**src/common/decim_pkg.sv**
```systemverilog
// constants for the decimation chain: rates, widths, settle counts
// assumes a single pclk domain; master clock enable comes from outside
package decim_pkg;
  localparam int unsigned MOD_W       = 8;    // modulator word width
  localparam int unsigned OUT_W       = 24;   // result width
  localparam int unsigned ACC_W       = 40;
  localparam int unsigned S1_DEC      = 4;
  localparam int unsigned S2_DEC_FAST = 16;
  localparam int unsigned S2_DEC_SLOW = 32;
  localparam int unsigned S3_DEC      = 2;
  localparam int unsigned CNT_W       = 6;
  localparam int unsigned INTERNAL_MODULATOR_CLOCK_DIV_NORM = 2;  // mclk/2
  localparam int unsigned INTERNAL_MODULATOR_CLOCK_DIV_LOW  = 4;  // mclk/4
  localparam int unsigned SETTLE_128  = 14217; // master clock periods
  localparam int unsigned SETTLE_256  = 27895;
  localparam int unsigned SETTLE_W    = 15;
  // apb register offsets
  localparam logic [7:0] CTRL_OFS   = 8'h00;
  localparam logic [7:0] STAT_OFS   = 8'h04;
  localparam logic [7:0] MASK_OFS   = 8'h08;
  localparam logic [7:0] DATA_OFS   = 8'h0c;
  localparam logic [7:0] IRQ_OFS    = 8'h10;
  // ctrl bits
  localparam int unsigned CTRL_LPWR = 0;
  localparam int unsigned CTRL_SYNC = 1;
  // irq bits
  localparam int unsigned IRQ_DRDY   = 0;
  localparam int unsigned IRQ_SETTLE = 1;
  localparam int unsigned IRQ_OVR    = 2;
  localparam int unsigned IRQ_W      = 3;
endpackage : decim_pkg

```
**src/design/decim_chain.sv**
```systemverilog
// decimation chain behind a multibit modulator, with apb status access
// assumes mclk_en pulses once per master clock; mod_data is synchronous
// How it works
// - stage one takes each word, decimates by four
// - stage two decimates by sixteen or thirty-two
// - stage three always decimates by two
// - whole chain decimates 128 or 256
// - normal power: modulator rate is mclk/2
// - low power: modulator rate is mclk/4
// - settle flag after 14217 or 27895 periods
// - results are 24-bit two's complement
// - falling sync edge clears the filter
// - powerdown low holds the filter, settle counter and modulator clock cleared
// - settle flag drops on reset, sync, overrange
// - select high gives 128, low 256
//
// The placing of the registers and register access over APB were chosen for this implementation.
module decim_chain (
  // clock and reset
  input  wire logic                        pclk,
  input  wire logic                        presetn,
  // device pins
  input  wire logic                        reset_powerdown_n,
  input  wire logic                        sync_n,
  input  wire logic                        decimation_select,
  input  wire logic                        overrange,
  input  wire logic                        mclk_en,
  // modulator
  input  wire logic signed [decim_pkg::MOD_W-1:0] mod_data,
  // results
  output logic                             result_valid,
  output logic [decim_pkg::OUT_W-1:0]      result_data,
  output logic                             filter_settled_flag,
  output logic                             internal_modulator_clock,
  // apb
  input  wire logic                        psel,
  input  wire logic                        penable,
  input  wire logic                        pwrite,
  input  wire logic [7:0]                  paddr,
  input  wire logic [31:0]                 pwdata,
  output logic [31:0]                      prdata,
  output logic                             pready,
  output logic                             pslverr,
  // interrupt
  output logic                             irq
);
  // pin synchronisers
  logic [1:0] pd_s_r;
  logic [1:0] sync_s_r;
  logic [1:0] dec_s_r;
  logic [1:0] ovr_s_r;
  logic       sync_d_r;
  logic       pd_run;
  logic       sync_fall;
  logic       clr;

  always_ff @(posedge pclk or negedge presetn) begin
    if (!presetn) begin
      pd_s_r   <= '0;
      sync_s_r <= 2'b11;
      dec_s_r  <= '0;
      ovr_s_r  <= '0;
      sync_d_r <= 1'b1;
    end else begin
      pd_s_r   <= {pd_s_r[0], reset_powerdown_n};
      sync_s_r <= {sync_s_r[0], sync_n};
      dec_s_r  <= {dec_s_r[0], decimation_select};
      ovr_s_r  <= {ovr_s_r[0], overrange};
      sync_d_r <= sync_s_r[1];
    end
  end

  assign pd_run    = pd_s_r[1];
  assign sync_fall = sync_d_r && !sync_s_r[1];
  logic  sw_sync;
  assign clr       = !pd_run || sync_fall || sw_sync;

  // ratio latched only when the filter is cleared; the extra cycle
  // catches the select pin once its synchroniser is valid after reset
  logic dec128_r;
  logic clr_d_r;
  always_ff @(posedge pclk or negedge presetn) begin
    if (!presetn)
      clr_d_r <= 1'b1;
    else
      clr_d_r <= clr;
  end

  always_ff @(posedge pclk or negedge presetn) begin
    if (!presetn)
      dec128_r <= 1'b0;
    else if (clr || clr_d_r)
      dec128_r <= dec_s_r[1];
  end

  // control register
  logic lpwr_r;
  logic apb_wr;
  logic apb_rd;
  assign apb_wr = psel && penable && pwrite;
  assign apb_rd = psel && penable && !pwrite;
  assign sw_sync = apb_wr && (paddr == decim_pkg::CTRL_OFS)
                   && pwdata[decim_pkg::CTRL_SYNC];

  always_ff @(posedge pclk or negedge presetn) begin
    if (!presetn)
      lpwr_r <= 1'b0;
    else if (apb_wr && paddr == decim_pkg::CTRL_OFS)
      lpwr_r <= pwdata[decim_pkg::CTRL_LPWR];
  end

  // modulator clock enable
  logic internal_modulator_clock_en;
  internal_modulator_clock_gen u_internal_modulator_clock (
    .pclk      (pclk),
    .presetn   (presetn),
    .clr       (clr),
    .low_power (lpwr_r),
    .mclk_en   (mclk_en),
    .internal_modulator_clock_en   (internal_modulator_clock_en)
  );

  always_ff @(posedge pclk or negedge presetn) begin
    if (!presetn)
      internal_modulator_clock <= 1'b0;
    else if (clr)
      internal_modulator_clock <= 1'b0;
    else if (internal_modulator_clock_en)
      internal_modulator_clock <= !internal_modulator_clock;
  end

  // three stages in series
  logic signed [decim_pkg::ACC_W-1:0] s_data [0:3];
  logic                               s_valid [0:3];
  logic [decim_pkg::CNT_W-1:0]        s_last [0:2];

  assign s_valid[0] = internal_modulator_clock_en;
  assign s_data[0]  = decim_pkg::ACC_W'(mod_data);
  assign s_last[0]  = decim_pkg::CNT_W'(decim_pkg::S1_DEC - 1);
  assign s_last[1]  = dec128_r
                    ? decim_pkg::CNT_W'(decim_pkg::S2_DEC_FAST - 1)
                    : decim_pkg::CNT_W'(decim_pkg::S2_DEC_SLOW - 1);
  assign s_last[2]  = decim_pkg::CNT_W'(decim_pkg::S3_DEC - 1);

  genvar g;
  generate
    for (g = 0; g < 3; g++) begin : g_stage
      decim_stage u_stage (
        .pclk      (pclk),
        .presetn   (presetn),
        .clr       (clr),
        .last      (s_last[g]),
        .in_valid  (s_valid[g]),
        .in_data   (s_data[g]),
        .out_valid (s_valid[g+1]),
        .out_data  (s_data[g+1])
      );
    end
  endgenerate

  // gain normalise: sum grows by mod_w + log2(ratio); shift up to fill the 24-bit result
  logic signed [decim_pkg::ACC_W-1:0] scaled;
  always_comb begin
    if (dec128_r)
      scaled = s_data[3] <<< (decim_pkg::OUT_W - decim_pkg::MOD_W - 7);
    else
      scaled = s_data[3] <<< (decim_pkg::OUT_W - decim_pkg::MOD_W - 8);
  end

  always_ff @(posedge pclk or negedge presetn) begin
    if (!presetn) begin
      result_valid <= 1'b0;
      result_data  <= '0;
    end else begin
      result_valid <= s_valid[3] && !clr;
      if (s_valid[3] && !clr)
        result_data <= scaled[decim_pkg::OUT_W-1:0];
    end
  end

  // settle counter in master clock periods
  logic [decim_pkg::SETTLE_W-1:0] settle_cnt_r;
  logic [decim_pkg::SETTLE_W-1:0] settle_target;
  logic                           ovr_now;
  assign ovr_now = ovr_s_r[1];
  assign settle_target = dec128_r
                       ? decim_pkg::SETTLE_W'(decim_pkg::SETTLE_128)
                       : decim_pkg::SETTLE_W'(decim_pkg::SETTLE_256);

  always_ff @(posedge pclk or negedge presetn) begin
    if (!presetn) begin
      settle_cnt_r        <= '0;
      filter_settled_flag <= 1'b0;
    end else if (clr || ovr_now) begin
      settle_cnt_r        <= '0;
      filter_settled_flag <= 1'b0;
    end else if (mclk_en && !filter_settled_flag) begin
      if (settle_cnt_r == settle_target - 1'b1)
        filter_settled_flag <= 1'b1;
      settle_cnt_r <= settle_cnt_r + 1'b1;
    end
  end

  // sticky events, write one to clear; set beats clear
  logic                           settled_d_r;
  logic [decim_pkg::IRQ_W-1:0]    irq_stat_r;
  logic [decim_pkg::IRQ_W-1:0]    irq_mask_r;
  logic [decim_pkg::IRQ_W-1:0]    ev;
  logic [decim_pkg::IRQ_W-1:0]    w1c;

  always_ff @(posedge pclk or negedge presetn) begin
    if (!presetn)
      settled_d_r <= 1'b0;
    else
      settled_d_r <= filter_settled_flag;
  end

  always_comb begin
    ev = '0;
    ev[decim_pkg::IRQ_DRDY]   = result_valid;
    ev[decim_pkg::IRQ_SETTLE] = filter_settled_flag && !settled_d_r;
    ev[decim_pkg::IRQ_OVR]    = ovr_now;
  end

  assign w1c = (apb_wr && paddr == decim_pkg::IRQ_OFS)
             ? pwdata[decim_pkg::IRQ_W-1:0] : '0;

  always_ff @(posedge pclk or negedge presetn) begin
    if (!presetn)
      irq_stat_r <= '0;
    else
      irq_stat_r <= (irq_stat_r & ~w1c) | ev;
  end

  always_ff @(posedge pclk or negedge presetn) begin
    if (!presetn)
      irq_mask_r <= '0;
    else if (apb_wr && paddr == decim_pkg::MASK_OFS)
      irq_mask_r <= pwdata[decim_pkg::IRQ_W-1:0];
  end

  assign irq = |(irq_stat_r & irq_mask_r);

  // apb read, zero wait states
  logic addr_ok;
  always_comb begin
    addr_ok = 1'b1;
    case (paddr)
      decim_pkg::CTRL_OFS: prdata = {31'h0, lpwr_r};
      decim_pkg::STAT_OFS: prdata = {28'h0, ovr_now, lpwr_r, dec128_r,
                                     filter_settled_flag};
      decim_pkg::MASK_OFS: prdata = {29'h0, irq_mask_r};
      decim_pkg::DATA_OFS: prdata = {8'h0, result_data};
      decim_pkg::IRQ_OFS:  prdata = {29'h0, irq_stat_r};
      default: begin
        prdata  = 32'h0;
        addr_ok = 1'b0;
      end
    endcase
  end

  assign pready  = 1'b1;
  assign pslverr = psel && penable && !addr_ok;
endmodule : decim_chain

```
**src/design/decim_stage.sv**
```systemverilog
// one boxcar decimation stage: accumulate ratio inputs, emit the sum
// assumes in_valid is a one-cycle strobe on pclk; clr restarts the phase
module decim_stage (
  // clock and reset
  input  wire logic                           pclk,
  input  wire logic                           presetn,
  input  wire logic                           clr,
  // ratio minus one
  input  wire logic [decim_pkg::CNT_W-1:0]    last,
  // stream in
  input  wire logic                           in_valid,
  input  wire logic signed [decim_pkg::ACC_W-1:0] in_data,
  // stream out
  output logic                                out_valid,
  output logic signed [decim_pkg::ACC_W-1:0]  out_data
);
  logic [decim_pkg::CNT_W-1:0]          phase_r;
  logic signed [decim_pkg::ACC_W-1:0]   acc_r;

  always_ff @(posedge pclk or negedge presetn) begin
    if (!presetn) begin
      phase_r <= '0;
      acc_r   <= '0;
    end else if (clr) begin
      phase_r <= '0;
      acc_r   <= '0;
    end else if (in_valid) begin
      if (phase_r == last) begin
        phase_r <= '0;
        acc_r   <= '0;
      end else begin
        phase_r <= phase_r + 1'b1;
        acc_r   <= acc_r + in_data;
      end
    end
  end

  always_ff @(posedge pclk or negedge presetn) begin
    if (!presetn) begin
      out_valid <= 1'b0;
      out_data  <= '0;
    end else begin
      out_valid <= in_valid && (phase_r == last) && !clr;
      if (in_valid && (phase_r == last))
        out_data <= acc_r + in_data;
    end
  end
endmodule : decim_stage

```
**src/design/internal_modulator_clock_gen.sv**
```systemverilog
// internal modulator clock enable from the master clock enable
// assumes mclk_en is a one-cycle pulse per master clock period
module internal_modulator_clock_gen (
  // clock and reset
  input  wire logic pclk,
  input  wire logic presetn,
  input  wire logic clr,
  // mode
  input  wire logic low_power,
  input  wire logic mclk_en,
  // enable out
  output logic      internal_modulator_clock_en
);
  logic [1:0] div_r;
  logic [1:0] last;

  // low power halves the modulator rate again
  assign last = low_power ? 2'(decim_pkg::INTERNAL_MODULATOR_CLOCK_DIV_LOW - 1)
                          : 2'(decim_pkg::INTERNAL_MODULATOR_CLOCK_DIV_NORM - 1);

  always_ff @(posedge pclk or negedge presetn) begin
    if (!presetn) begin
      div_r <= '0;
    end else if (clr) begin
      div_r <= '0;
    end else if (mclk_en) begin
      div_r <= (div_r >= last) ? 2'd0 : div_r + 2'd1;
    end
  end

  assign internal_modulator_clock_en = mclk_en && (div_r >= last);
endmodule : internal_modulator_clock_gen

```
**config.mk**
```make
export PLATFORM = sky130hd
export DESIGN_NAME = decim_chain
export DESIGN_NICKNAME = d
export VERILOG_FILES = /design/src/common/decim_pkg.sv /design/src/design/decim_chain.sv /design/src/design/decim_stage.sv /design/src/design/internal_modulator_clock_gen.sv
export SDC_FILE = /design/constraint.sdc
export NUM_CORES = 1
export LEC_CHECK = 0
export BUFFER_PORTS_ARGS = -buffer_cell sky130_fd_sc_hd__buf_2
export CAP_MARGIN = 20
export CORE_MARGIN = 5
export CORE_UTILIZATION = 59
export DETAILED_ROUTE_END_ITERATION = 10
export PLACE_DENSITY = 0.81
export RECOVER_POWER = 100
export SYNTH_ARGS = -nofsm -noshare
export SYNTH_HDL_FRONTEND = slang
export SYNTH_SLANG_ARGS = --single-unit
```
**constraint.sdc**
```tcl
create_clock -name pclk -period 3.25 [get_ports pclk]
set_input_delay 0.4875 -clock pclk [delete_from_list [all_inputs] [get_ports pclk]]
set_output_delay 0.4875 -clock pclk [all_outputs]
set_load 0.01 [all_outputs]
```
==> metrics.txt <==
status=finished with violations; failing checks=max-capacitance violations, max-slew violations; worst-path cell chain=buf_2, or4_1, or3_1, nor3b_1, a222oi_1, inv_1, buf_2; top-area cell type share of the netlist area=0.445; share of cells above drive strength 1=0.109; Max Cap Viol=1; die area=18600 um^2; antenna cells=0; RSZ-0062 raised after global routing=false; Placed Cells=1200; Setup Buffers After CTS=0; io pins=120; Synth-to-Final Area Change=10.6%; Fin Setup TNS=0 ns; clk_lat worst skew=0.43 ns; worst min path class=in -> reg; Primary FF master, synth=dfrtp_1; YS warnings=0; post-route clock period utilization=0.901; Slowest-stage cell, CP=or4_1; top post-synthesis cells by area=dfrtp_1 45%, ha_1 6.8%, nand2_1 4.9%, a22o_1 4.0%, mux2_2 3.9%; peak supply drop=0.408 mV; via total after detailed routing=7104; final setup vio count=0; CP endpoint kind=output pin; number of synthesized flops with an enable pin=0; Storage cell area=4310 um^2; Least-Margin Pin Slew=2.18 ns; core area=15800 um^2; H-tree lvl count=4; vias per cell=5.77; area occupied by multi-input gates=4830 um^2; leakage=5.10 nW; final antenna-violating net count=0; Seq cells post-synth=172; Final Max Tran Viols=92; vias in the first global route=6923; Most common cell on crit path=buf_2; CP Launch Type=primary input; Layout Nets=1115; first-pass GRT wire length=32700 um; CTS tree=done; Crit Path Max Fanout=4; dominant cell by count in the synthesized netlist=dfrtp_1; global route overflow=0; Die H=136 um; Largest stage delay, worst path=0.56 ns; Buffers on Ports=69; FILL cells=1276; Crit Path Category=in -> out; synthesized area=9440 um^2; Initial Util=0.599; initial antenna violation count=0; largest net degree at the start of global routing=93; Hold Vio Cnt, Final=0; Resize count post-CTS=0; Synth area leader=dfrtp_1; routability cong.=0.869; CP required=2.76 ns; synth unique cells=69; Mean Syn Cell Area=10.1 um^2; Rel. slew slack=-0.453; pwr dens=428 nW/um^2; Final min period=2.93 ns; critical path arrival=2.44 ns; final WL=19400 um; most numerous cell types in the synthesized netlist=168 x dfrtp_1, 123 x nand2_1, 57 x o21ai_0, 56 x nor2_1, 55 x a21oi_1; async set-or-reset flop fraction in the synthesized netlist=1.00; Worst Skew=0.00939 ns; Cells after Synth=938; hpwl dp=13700 um; clock buffer count from CTS=17; fin cells=1232; clk sinks=172; die width=136 um; Clock Root Buffer=clkbuf_16; clk slew on worst S/H paths=0.07 ns; Detailed Route Iter0 Violations=562; GRT Resource Usage Total=0.216; Site Rows=46; CTS Buffer Depth=2; f_max=341 MHz; hold buffers post-CTS=0; number of remaining DRC errors=0; 1st-pass router iterations=5; per-cell routed wire length=15.8 um; sequential area share after synthesis=0.456
-- critical path, delay by kind of cell --
family,cells,cell delay (ns)
and+or+nand+nor,3,1.47
buffers and inverters,3,0.28
AOI/OAI and AO/OA,1,0.20
-- stage by stage --
step / hold slack [ns] / utilization / total power [W] / instance area (um^2) / worst slack, ns
after floorplan: 0.192 / - / 0.00238 / 9510 / 0.648
after global placement: 0.339 / 0.630 / 0.00247 / 9940 / 0.425
after detailed placement: 0.340 / 0.630 / 0.00248 / 9940 / 0.389
after CTS: 0.138 / 0.668 / 0.00450 / 10500 / 0.390
after global routing: 0.125 / 0.662 / 0.00463 / 10400 / 0.101
final: 0.148 / 0.662 / 0.00447 / 10400 / 0.320
-- kinds of logic (layout without fill, tap and decap cells) --
| group | after synthesis | after routing | synth area share |
|---|---|---|---|
| and+or+nand+nor | 304 | 304 | 0.155 |
| AOI/OAI and AO/OA | 223 | 223 | 0.158 |
| DFF | 172 | 172 | 0.456 |
| buffers and inverters | 72 | 131 | 0.0387 |
| xor gates and xnor gates | 58 | 58 | 0.0569 |
| adders and majority gates | 54 | 54 | 0.0740 |
| muxes | 53 | 53 | 0.0606 |
| other | 2 | 21 | 0.000796 |
-- state kept, by name, indices dropped and copies added (netlist names), 2 cells and up --
| name | cells |
|---|---|
| irq_stat_r | 3 |
| u_internal_modulator_clock.div_r | 2 |
| g_stage.u_stage.acc_r | 48 |
| pd_s_r | 2 |
| irq_mask_r | 3 |
| result_data | 16 |
| g_stage.u_stage.phase_r | 18 |
| g_stage.u_stage.out_data | 48 |
| ovr_s_r | 2 |
| g_stage.u_stage.out_valid | 3 |
| dec_s_r | 2 |
| settle_cnt_r | 15 |
| sync_s_r | 2 |
-- layer usage --
| metal | routed length (um) | share of wire | vias up | track usage |
|---|---|---|---|---|
| met2 | 9390 | 0.48 | 189 | 0.363 |
| li1 | - | - | 3454 | - |
| met1 | 8730 | 0.45 | 3433 | 0.286 |
| met4 | 368 | 0.019 | 0 | 0.0689 |
| met3 | 919 | 0.047 | 28 | 0.0404 |
| met5 | 0 | 0 | - | 0 |
-- power by group --
part,leakage (nW),switching [W],internal [W]
registers,2.36,0.0000124,0.00216
clock network,0.294,0.000935,0.00110
logic,2.44,0.000179,0.0000813
-- final timing paths --
kind	startpoint	end	slack, ns	depth (start not counted)
worst min register to register	pd_s_r[0]	pd_s_r[1]	0.36	0
worst max register to register	g_stage[1].u_stage.out_data[0]	g_stage[2].u_stage.out_data[14]	0.52	9
max in group asynchronous	presetn	g_stage[0].u_stage.acc_r[0]	0.92	2
min in group asynchronous	presetn	result_data[22]	0.69	1
worst max-delay path	paddr[5]	prdata[1]	0.32	7
worst min-delay path	sync_n	sync_s_r[0]	0.15	1
-- final cells by class --
class | count | area share
inverter | 19 | 0.00683
clock inverter | 15 | 0.0159
clock buffer | 17 | 0.0407
sequential | 172 | 0.413
tap | 216 | 0.0259
timing repair buffer | 80 | 0.0353
multi-input combinational | 713 | 0.463
-- cells in the final DEF (no fill, tap or decap), types with 8 or more instances in the layout --
master,instances
xnor2_1,27
a21oi_1,55
mux2_2,32
inv_1,19
conb_1,21
nand2b_1,8
buf_2,31
nand4_1,10
dfrtp_1,168
o21ai_0,57
ha_1,51
and2_1,18
clkbuf_1,43
nor2_1,58
mux2i_1,20
xor2_1,29
nand3_1,14
a21o_1,13
clkbuf_16,17
nand2_1,123
a22o_1,43
nor3_1,20
Note: power is estimated with default switching activity, not from simulation.
